[config.mk]
export PLATFORM = sky130hd
export DESIGN_NAME = gom_pin_ctl
export DESIGN_NICKNAME = d
export VERILOG_FILES = /design/src/rtl/gom_ctl_store.v /design/src/rtl/gom_src_mux.v /design/src/rtl/gom_pin_ctl.v
export VERILOG_INCLUDE_DIRS = /design/src /design/src/rtl
export SDC_FILE = /design/constraint.sdc
export NUM_CORES = 1
export LEC_CHECK = 0
export BUFFER_PORTS_ARGS = -buffer_cell sky130_fd_sc_hd__buf_2
export CAP_MARGIN = 20
export CORE_UTILIZATION = 39
export DETAILED_ROUTE_END_ITERATION = 10
export HOLD_SLACK_MARGIN = 0.15
export PLACE_DENSITY_LB_ADDON = 0.12
export SLEW_MARGIN = 20
export SYNTH_ARGS = -nofsm -noshare
export SYNTH_HDL_FRONTEND = slang
export SYNTH_SLANG_ARGS = --single-unit
[constraint.sdc]
create_clock -name clk -period 2.3 [get_ports clk]
set_clock_uncertainty 0.05 [all_clocks]
set_input_delay 0.23 -clock clk [delete_from_list [all_inputs] [get_ports clk]]
set_output_delay 0.23 -clock clk [all_outputs]
set_load 0.005 [all_outputs]
[src/rtl/gom_defs.vh]
// constants for the pin 2 output source multiplexer
`ifndef GOM_DEFS_VH
`define GOM_DEFS_VH

// ****************************************************************
// register map
// ****************************************************************
`define GOM_ADDR_W          12
`define GOM_CTL_INDEX       12'h012
`define GOM_CTL_ADDR        12'h048
`define GOM_STAT_ADDR       12'h100
`define GOM_CTL_RESET       8'h00

// ****************************************************************
// control field positions
// ****************************************************************
`define GOM_SEL_HI          7
`define GOM_SEL_LO          5
`define GOM_SRC_HI          4
`define GOM_SRC_LO          2
`define GOM_VAL_BIT         1
`define GOM_EN_BIT          0

// ****************************************************************
// source group codes
// ****************************************************************
`define GOM_SRC_RX0         3'h0
`define GOM_SRC_RX3         3'h3
`define GOM_SRC_DEV         3'h4
`define GOM_SRC_RSVD        3'h5
`define GOM_SRC_TX0         3'h6
`define GOM_SRC_TX1         3'h7

// ****************************************************************
// signal select codes
// ****************************************************************
`define GOM_RX_LOCK         3'h4
`define GOM_RX_PASS         3'h5
`define GOM_RX_FV           3'h6
`define GOM_RX_LV           3'h7
`define GOM_DEV_LOCAL       3'h0
`define GOM_DEV_ANY_LOCK    3'h1
`define GOM_DEV_ALL_PASS    3'h2
`define GOM_DEV_FSYNC       3'h4
`define GOM_TX_PASS_AND     3'h0
`define GOM_TX_PASS_OR      3'h1
`define GOM_TX_FV           3'h2
`define GOM_TX_LV           3'h3
`define GOM_TX_SYNC         3'h4
`define GOM_TX_IRQ          3'h5

// ****************************************************************
// status register bits
// ****************************************************************
`define GOM_ST_LEVEL        0
`define GOM_ST_DRIVE        1
`define GOM_ST_RAW          2
`define GOM_ST_RSVD         3
`define GOM_ST_ANY_LOCK     4
`define GOM_ST_ALL_PASS     5

`endif

[src/rtl/gom_ctl_store.v]
// control register storage for the pin 2 output control byte
`timescale 1ns/100ps
`include "gom_defs.vh"

module gom_ctl_store (
	// clock and reset
	input  wire       clk,
	input  wire       reset,
	// write port
	input  wire       wr_en,
	input  wire [7:0] wr_data,
	// stored value
	output wire [7:0] ctl_q
);

	reg [7:0] ctl_ff;

	// ****************************************************************
	// storage
	// ****************************************************************
	always @(posedge clk or posedge reset) begin
		if (reset) begin
			ctl_ff <= `GOM_CTL_RESET;
		end else if (wr_en) begin
			ctl_ff <= wr_data;
		end
	end

	assign ctl_q = ctl_ff;

endmodule // gom_ctl_store

[src/rtl/gom_src_mux.v]
// group and signal selection for the pin 2 output source
`timescale 1ns/100ps
`include "gom_defs.vh"

module gom_src_mux (
	// selection
	input  wire [2:0]  src,
	input  wire [2:0]  sel,
	// candidate signals, eight per group
	input  wire [31:0] rx_vec,
	input  wire [7:0]  dev_vec,
	input  wire [15:0] tx_vec,
	// result
	output reg         mux_out,
	output reg         rsvd_hit
);

	// reserved combinations per group, shared by both outputs
	function is_rsvd;
		input [2:0] f_src;
		input [2:0] f_sel;
		begin
			if (f_src == `GOM_SRC_RSVD) begin
				is_rsvd = 1'b1;
			end else if (f_src == `GOM_SRC_DEV) begin
				is_rsvd = (f_sel == 3'h3) || (f_sel > `GOM_DEV_FSYNC);
			end else if (f_src[2:1] == 2'b11) begin
				is_rsvd = (f_sel > `GOM_TX_IRQ);
			end else begin
				is_rsvd = 1'b0;
			end
		end
	endfunction

	// ****************************************************************
	// selection
	// ****************************************************************
	always @* begin
		rsvd_hit = is_rsvd(src, sel);
		mux_out  = 1'b0;
		if (rsvd_hit) begin
			mux_out = 1'b0;
		end else if (src[2] == 1'b0) begin
			mux_out = rx_vec[{src[1:0], sel}];
		end else if (src == `GOM_SRC_DEV) begin
			mux_out = dev_vec[sel];
		end else begin
			mux_out = tx_vec[{src[0], sel}];
		end
	end

endmodule // gom_src_mux

[src/rtl/gom_pin_ctl.v]
// apb register slave and registered output driver for general-purpose pin 2
//
// The APB interface to the registers and the address map were decided locally.
`timescale 1ns/100ps
`include "gom_defs.vh"

// Function
// - source field bits 4:2: rx ports 0-3, status, reserved, tx ports 0-1
// - rx source, select 000-011: remote pins 0-3 of that port
// - rx source, select 100-111: lock, pass, frame valid, line valid
// - status source, select 000: drive the local output value bit
// - status source, select 001: OR of lock over enabled rx ports
// - status source, select 010: AND of pass over enabled rx ports
// - status source, select 100: frame sync; 101-111 reserved
// - tx source, select 000: AND of mapped pass; 001: OR of it
// - tx source, select 010 frame valid, 011 line valid of that port
// - tx source, select 100 synchronized, 101 port interrupt, 110-111 reserved
// - bit 1 holds the level driven when the local value is selected
// - bit 0 gates the output driver: 0 off, 1 drives the source
module gom_pin_ctl (
	// clock and reset
	input  wire                   clk,
	input  wire                   reset,
	// apb slave
	input  wire                   psel,
	input  wire                   penable,
	input  wire                   pwrite,
	input  wire [`GOM_ADDR_W-1:0] paddr,
	input  wire [31:0]            pwdata,
	output reg  [31:0]            prdata,
	output reg                    pready,
	output reg                    pslverr,
	// receive port signals
	input  wire [15:0]            rx_remote_pin,
	input  wire [3:0]             rx_lock,
	input  wire [3:0]             rx_pass,
	input  wire [3:0]             rx_frame_valid,
	input  wire [3:0]             rx_line_valid,
	input  wire [3:0]             rx_port_enable,
	// device signals
	input  wire                   frame_sync_pulse,
	// transmit port signals
	input  wire [7:0]             tx_port_map,
	input  wire [1:0]             tx_frame_valid,
	input  wire [1:0]             tx_line_valid,
	input  wire [1:0]             tx_synced,
	input  wire [1:0]             tx_irq,
	// pin
	output reg                    pin2_level,
	output reg                    pin2_oe
);

	// ****************************************************************
	// functions
	// ****************************************************************

	// OR over ports whose mask bit is set
	function any_of;
		input [3:0] f_mask;
		input [3:0] f_bits;
		begin
			any_of = |(f_mask & f_bits);
		end
	endfunction

	// AND over ports whose mask bit is set; an empty mask yields low
	// so that no enabled port never reads as a pass
	function all_of;
		input [3:0] f_mask;
		input [3:0] f_bits;
		begin
			all_of = (f_mask != 4'h0) && ((f_mask & f_bits) == f_mask);
		end
	endfunction

	// address match against a register word
	function addr_is;
		input [`GOM_ADDR_W-1:0] f_addr;
		input [`GOM_ADDR_W-1:0] f_reg;
		begin
			addr_is = (f_addr == f_reg);
		end
	endfunction

	// ****************************************************************
	// declarations
	// ****************************************************************
	// control fields
	wire [7:0]  ctl_q;
	wire [2:0]  pin2_signal_select;
	wire [2:0]  pin2_source_group;
	wire        pin2_local_level;
	wire        pin2_drive_enable;

	// apb decode
	wire        setup_phase;
	wire        access_done;
	wire        hit_ctl;
	wire        hit_stat;
	wire        ctl_wr;

	// candidates and selection
	wire        mux_out;
	wire        rsvd_hit;
	wire        any_lock;
	wire        all_pass;
	wire [1:0]  tx_and_pass;
	wire [1:0]  tx_or_pass;
	wire [31:0] rx_vec;
	wire [7:0]  dev_vec;
	wire [15:0] tx_vec;
	wire [7:0]  status_word;

	// next values
	reg  [31:0] nxt_prdata;
	reg         nxt_pslverr;
	reg         nxt_level;
	reg         nxt_oe;

	// flops
	reg         pready_ff;
	reg  [31:0] prdata_ff;
	reg         pslverr_ff;
	reg         level_ff;
	reg         oe_ff;

	// ****************************************************************
	// apb decode
	// ****************************************************************
	assign setup_phase = psel & ~penable;
	assign access_done = psel & penable & pready_ff;
	assign hit_ctl     = addr_is(paddr, `GOM_CTL_ADDR);
	assign hit_stat    = addr_is(paddr, `GOM_STAT_ADDR);
	// a write takes effect only at the completing edge
	assign ctl_wr      = access_done & pwrite & hit_ctl;

	// ****************************************************************
	// control register
	// ****************************************************************
	gom_ctl_store u_store (
		.clk     (clk),
		.reset   (reset),
		.wr_en   (ctl_wr),
		.wr_data (pwdata[7:0]),
		.ctl_q   (ctl_q)
	);

	assign pin2_signal_select = ctl_q[`GOM_SEL_HI:`GOM_SEL_LO];
	assign pin2_source_group  = ctl_q[`GOM_SRC_HI:`GOM_SRC_LO];
	assign pin2_local_level   = ctl_q[`GOM_VAL_BIT];
	assign pin2_drive_enable  = ctl_q[`GOM_EN_BIT];

	// ****************************************************************
	// candidate signals
	// ****************************************************************
	assign any_lock = any_of(rx_port_enable, rx_lock);
	assign all_pass = all_of(rx_port_enable, rx_pass);

	// eight candidates per rx port: remote pins, lock, pass, fv, lv
	genvar gi;
	generate
		for (gi = 0; gi < 4; gi = gi + 1) begin : g_rx
			assign rx_vec[gi*8 +: 4]           = rx_remote_pin[gi*4 +: 4];
			assign rx_vec[gi*8 + `GOM_RX_LOCK] = rx_lock[gi];
			assign rx_vec[gi*8 + `GOM_RX_PASS] = rx_pass[gi];
			assign rx_vec[gi*8 + `GOM_RX_FV]   = rx_frame_valid[gi];
			assign rx_vec[gi*8 + `GOM_RX_LV]   = rx_line_valid[gi];
		end
	endgenerate

	// status group; slot 3 and the slots above frame sync stay low
	assign dev_vec[`GOM_DEV_LOCAL]    = pin2_local_level;
	assign dev_vec[`GOM_DEV_ANY_LOCK] = any_lock;
	assign dev_vec[`GOM_DEV_ALL_PASS] = all_pass;
	assign dev_vec[3]                 = 1'b0;
	assign dev_vec[`GOM_DEV_FSYNC]    = frame_sync_pulse;
	assign dev_vec[7:5]               = 3'h0;

	// each tx port aggregates pass over the rx ports mapped to it;
	// slots 6 and 7 are not defined and stay low
	generate
		for (gi = 0; gi < 2; gi = gi + 1) begin : g_tx
			assign tx_and_pass[gi] = all_of(tx_port_map[gi*4 +: 4], rx_pass);
			assign tx_or_pass[gi]  = any_of(tx_port_map[gi*4 +: 4], rx_pass);
			assign tx_vec[gi*8 + `GOM_TX_PASS_AND] = tx_and_pass[gi];
			assign tx_vec[gi*8 + `GOM_TX_PASS_OR]  = tx_or_pass[gi];
			assign tx_vec[gi*8 + `GOM_TX_FV]       = tx_frame_valid[gi];
			assign tx_vec[gi*8 + `GOM_TX_LV]       = tx_line_valid[gi];
			assign tx_vec[gi*8 + `GOM_TX_SYNC]     = tx_synced[gi];
			assign tx_vec[gi*8 + `GOM_TX_IRQ]      = tx_irq[gi];
			assign tx_vec[gi*8 + 7 -: 2]           = 2'b00;
		end
	endgenerate

	// ****************************************************************
	// source selection
	// ****************************************************************
	gom_src_mux u_mux (
		.src      (pin2_source_group),
		.sel      (pin2_signal_select),
		.rx_vec   (rx_vec),
		.dev_vec  (dev_vec),
		.tx_vec   (tx_vec),
		.mux_out  (mux_out),
		.rsvd_hit (rsvd_hit)
	);

	// ****************************************************************
	// pin driver
	// ****************************************************************
	// a disabled driver also parks the level low, so nothing stale
	// shows the moment the enable is set again
	always @* begin
		nxt_level = 1'b0;
		nxt_oe    = pin2_drive_enable;
		if (pin2_drive_enable) begin
			nxt_level = mux_out;
		end
	end

	always @(posedge clk or posedge reset) begin
		if (reset) begin
			level_ff <= 1'b0;
		end else begin
			level_ff <= nxt_level;
		end
	end

	// enable has a flop of its own, so the pad enable never glitches
	always @(posedge clk or posedge reset) begin
		if (reset) begin
			oe_ff <= 1'b0;
		end else begin
			oe_ff <= nxt_oe;
		end
	end

	// ****************************************************************
	// read path
	// ****************************************************************
	// read-only status; a write to it is dropped without an error
	assign status_word[`GOM_ST_LEVEL]    = level_ff;
	assign status_word[`GOM_ST_DRIVE]    = oe_ff;
	assign status_word[`GOM_ST_RAW]      = mux_out;
	assign status_word[`GOM_ST_RSVD]     = rsvd_hit;
	assign status_word[`GOM_ST_ANY_LOCK] = any_lock;
	assign status_word[`GOM_ST_ALL_PASS] = all_pass;
	assign status_word[7:6]              = 2'b00;

	// read data is taken in the setup cycle, so status is one cycle old
	always @* begin
		nxt_prdata  = 32'h00000000;
		nxt_pslverr = 1'b0;
		if (hit_ctl) begin
			nxt_prdata = {24'h000000, ctl_q};
		end else if (hit_stat) begin
			nxt_prdata = {24'h000000, status_word};
		end else begin
			nxt_pslverr = 1'b1;
		end
		if (pwrite) begin
			nxt_prdata = 32'h00000000;
		end
	end

	// ****************************************************************
	// apb answer
	// ****************************************************************
	// no wait state: pready rises in the first access cycle
	always @(posedge clk or posedge reset) begin
		if (reset) begin
			pready_ff <= 1'b0;
		end else begin
			pready_ff <= setup_phase;
		end
	end

	// data and error stand only while pready does, zero otherwise
	always @(posedge clk or posedge reset) begin
		if (reset) begin
			prdata_ff  <= 32'h00000000;
			pslverr_ff <= 1'b0;
		end else if (setup_phase) begin
			prdata_ff  <= nxt_prdata;
			pslverr_ff <= nxt_pslverr;
		end else begin
			prdata_ff  <= 32'h00000000;
			pslverr_ff <= 1'b0;
		end
	end

	// ****************************************************************
	// outputs
	// ****************************************************************
	// plain copies of flops, no logic after them
	always @* begin
		pready     = pready_ff;
		prdata     = prdata_ff;
		pslverr    = pslverr_ff;
		pin2_level = level_ff;
		pin2_oe    = oe_ff;
	end

endmodule // gom_pin_ctl

Word-level counts from Yosys, hierarchy flattened
Index checks and enable logic that the tools add are counted. Widths: inputs -> output; s select.

Output and inout bits: 36. Register bits: 44. Word-level logic and storage cells: 60.

Bitwise logic cells: 10. Reduce and logical (&&, ||, !) cells: 10. Multiplexer cells: 20. Equality and inequality tests: 9. Order comparisons: 5.

Operators by type and width (number): $mux 32 (2); $and 4x4->4 (4); $mux 1 (13); $eq 12x7->1 const B (1); $eq 12x9->1 const B (1); $eq 4x4->1 (3); $reduce_bool 4->1 (3); $reduce_or 4->1 (3); $mux 8 (1); $eq 3x3->1 const B (2); $gt 3x3->1 const B (2); $lt 5x6->1 const B (1); $mux 6 (1); $and 1x1->1 (5); $bmux 1 s5 (1); $lt 4x5->1 const B (1); $bmux 1 s4 (1); $lt 3x4->1 const B (1); $bmux 1 s3 (1); $eq 3x2->1 const B (1); $logic_and 1x1->1 (3); $eq 2x2->1 const B (1); $logic_or 1x1->1 (1); $not 1->1 (1).

Logic depth before layout (Yosys ltp)
Depth in word-level cells: 12. Mapped depth: 9.

By module
Synthesis repeated with hierarchy kept, for this count alone.

Cells, all modules: 178. Area total of the unflattened synthesis: 1756.7 sq um.

Modules (own cells, without submodules): gom_pin_ctl (cells each 103, instances 1, area an instance 860.8 sq um); gom_src_mux (cells each 57, instances 1, area an instance 560.5 sq um); gom_ctl_store (cells each 18, instances 1, area an instance 335.3 sq um).

Worst setup path before layout
Ideal clock, no wire load.

Path type: reg-to-reg. From: reg u_store.ctl_ff[5] (netlist: u_store.ctl_q[5]). To: reg level_ff (netlist: pin2_level). Cell stages (with the launch flop): 10. Arrival time: 1.716 ns. Slack: 0.468 ns. Buffers on the path: 2. Data required time: 2.184 ns. Path through: dfrtp_1 > buf_6 > buf_12 > mux2i_1 > a22oi_2 > o211ai_1 > a31oi_1 > a31oi_1 > a2111oi_2 > and2_1.

Word-level cells in the longest chain between the ends: 6. Elaborated cells between the ends (all ways): 17. Classes of those cells: 2 x order compare; 1 x eq/ne; 13 x mux; 1 x reduce/logical.

Ends and longest elaborated chain: start: declaration (RTL line gom_ctl_store.v:16) `reg [7:0] ctl_ff;`; start signal: assignment (RTL line gom_ctl_store.v:23) `` ctl_ff <= `GOM_CTL_RESET; ``; start signal: assignment (RTL line gom_ctl_store.v:25) `ctl_ff <= wr_data;`; $bmux 1 s4 (tied with other cells) (RTL line gom_src_mux.v:48) `mux_out = tx_vec[{src[0], sel}];`; $mux 1 (not written as such) (tied with other cells) (RTL line gom_src_mux.v:48); $mux 1 (on tied branches) (RTL line gom_src_mux.v:45, gom_src_mux.v:25); $mux 1 (on tied branches) (RTL line gom_src_mux.v:43, gom_src_mux.v:23); $mux 1 (*) (RTL line gom_src_mux.v:41) `if (rsvd_hit) begin`; $mux 1 (*) (RTL line gom_pin_ctl.v:216) `if (pin2_drive_enable) begin`; via nxt_level (RTL line gom_pin_ctl.v:117) `reg nxt_level;`; end signal: assignment (RTL line gom_pin_ctl.v:225) `level_ff <= nxt_level;`; end: declaration (RTL line gom_pin_ctl.v:124) `reg level_ff;`.

Mark *: on every way through the listed nets, which the timed path passes. The rest lies on a longest branch. The select of a mux whose other input is x is not followed. A chain may end at the register's enable or synchronous reset.

Final worst setup path
Same ends and word-level chain as after synthesis.

==> reports/results.ini <==
[run_status]
status=finished clean

[timing]
worstMarginPinSlew_ns=0.751
rsz0062_at_grt=false
layout_setup_ws_ns=0.176
finalSetupViolations=0
fin_crit_ns=2.12
tns_ns=0
hold_violations=0
timing.fmax_mhz=471
finalCritPeriodShare_pct=92.4
slew_headroom_pct=49.9
slew_viol_final=0

[logic_synthesis]
synth-main-ff-cell=dfrtp_1
synth.top_cell.area_share_pct=30.3
synth_seq_area_share_pct=30.3
syn_area_um2=1650
synth.most_common_cell=buf_4
avgSynthCellArea_um2=8.88
yosysTopAreaCell=dfrtp_1
synth_seq_cells=20
yosysUniqueCellTypes=39
synthCells=186
synth-async-reset-ratio_pct=100
synth_commonest_cells=buf_4, dfrtp_1, a22oi_1
ys_warn_count=0
synth_edf_count=0
synthTopCellsByArea=dfrtp_1, buf_4, mux2i_1

[drt]
drt_pass1_iterations=4
drt-total-wl_mm=4.16
drc=0
drt_iter0_drc=60
routed_via_density=4.95
routedWlPerCell_um=12.7
ant_nets=0
vias=1627

[clocking]
htree_levels=1
clk_latency_ns=0.25
cts_buffers=3
clockRootBuffer=clkbuf_8
clockBufferDepth=2
path_clk_slew_ns=0.07
cts_num_sinks=20
cts_tree=yes

[setup_path]
path_class=flop to flop
critPathMaxFanout=27
worstPathCellList=buf_12, mux2i_1, a22oi_2, o211ai_1, a31oi_1, a31oi_1, a2111oi_2, and2_1
crit_buf_inv=1
cpMostUsedCell=a31oi_1
slowest_stage=a2111oi_2
worstPathArrival_ns=2.27
crit_family=compound AO/OA/AOI/OAI gates
start_kind=flop
r2r_slack_ns=0.18
critical_path_required_ns=2.45
critPathMaxStageDelay_ns=0.49
worstSetupEndpointType=flop

[final_layout]
layout-drive-gt1-share_pct=40.1
area_growth_pct=30.8
antenna_cells=0
final_nets=382

[place]
port_buffers=89
place_ws_ns=0.205
hpwl_mm=3.28
gp_congestion=0.743

[power_and_ir_drop]
p_leak_nw=1.07
peakVddDrop_mv=0.369
pwr_density_cell_nw_per_um2=355

[die]
io_pins=138
die_h_um=67.1
rows=23
start_util_pct=41.0
die_x_um=67.1
dieArea_um2=4500
core_um2=4030

[grt]
grt_pass1_vias=1428
grt_max_degree=28
grt_pass1_wl_mm=6.35
grt_antenna_before_repair=0
overflow=0
grt_usage_pct=18.4

[hold_path]
worstHoldPathType=input port to flop

[flow_run]
cap_violations=0

==> through the flow <==
| step | power [mW] | instance area (um^2) | hold WS (ns) | utilization [%] | cells |
|---|---|---|---|---|---|
| 2_1_floorplan | 0.450 | 1740 | 0.144 | - | 209 |
| 5_1_grt | 0.808 | 2160 | 0.153 | 53.6 | 329 |
| 6_report | 0.767 | 2160 | 0.156 | 53.6 | 329 |
| 3_5_place_dp | 0.502 | 2050 | 0.352 | 50.8 | 319 |
| 4_1_cts | 0.771 | 2160 | 0.156 | 53.6 | 329 |
| 3_3_place_gp | 0.502 | 2050 | 0.343 | 50.8 | 319 |
==> sequential cells by signal, summed over array words and instances, names as in the netlist <==
name	flops
pslverr	1
u_store.ctl_q	8
pin2_oe	1
prdata	8
pin2_level	1
pready	1
==> cell type report <==
| class | instances | area, um^2 |
|---|---|---|
| well taps | 50 | 62.6 |
| repair buffers | 100 | 556 |
| clock buffers | 4 | 55.1 |
| fillers | 403 | 1870 |
| inverters | 10 | 37.5 |
| multi-input cells | 145 | 950 |
| flip-flops and latches | 20 | 500 |
==> cells in the final DEF, fill, tap and decap left out, types with 3 or more instances in the layout <==
cell	instances
dfrtp_1	20
dlygate4sd3_1	6
a31oi_1	3
mux2i_1	13
a21oi_1	6
clkbuf_8	4
nor2_1	10
mux2_2	10
a22o_1	3
nand3_1	3
nor3_1	5
conb_1	24
buf_2	89
nor2b_1	5
a22oi_1	15
inv_1	10
nand2_1	12
o21ai_0	9
nor4_1	3
buf_4	4
==> layer usage <==
metal | up-vias | wire [um] | track usage (%)
li1 | 816 | - | -
met2 | 68 | 1970 | 31.8
met5 | - | 0 | 0
met3 | 5 | 314 | 1.54
met1 | 738 | 1830 | 23.6
met4 | 0 | 47 | 6.38
==> what timing repair did <==
action	CTS	global route
hold endpoints to repair	25	0
setup buffers	0	0
hold buffers	6	0
resized for setup	0	0
endpoints found under the setup margin	0	0
==> power breakdown <==
group,switching (mW),internal [mW],leakage [nW]
registers,0.000897,0.353,0.262
logic,0.0674,0.0818,0.784
clock network,0.111,0.152,0.0288
==> path summary, 6_finish.rpt <==
check / startpoint / endpoint / depth (start not counted)
setup / recovery: u_store.ctl_q[5] / pin2_level / 8
hold reg to reg: u_store.ctl_q[0] / pin2_oe / 0
min in group asynchronous: reset / u_store.ctl_q[3] / 3
setup reg to reg: u_store.ctl_q[5] / pin2_level / 8
hold / removal: pwdata[3] / u_store.ctl_q[3] / 2
max in group asynchronous: reset / pready / 3
==> logic make-up after synthesis <==
family                 Yosys count  synth area share, %
AOI/OAI and AO/OA               49                 21.0
and+or+nand+nor                 48                 14.8
buffers and inverters           44                 17.4
muxes                           24                 16.3
DFF                             20                 30.3
other                            1                0.227
Power figures use the tool's default switching activity.
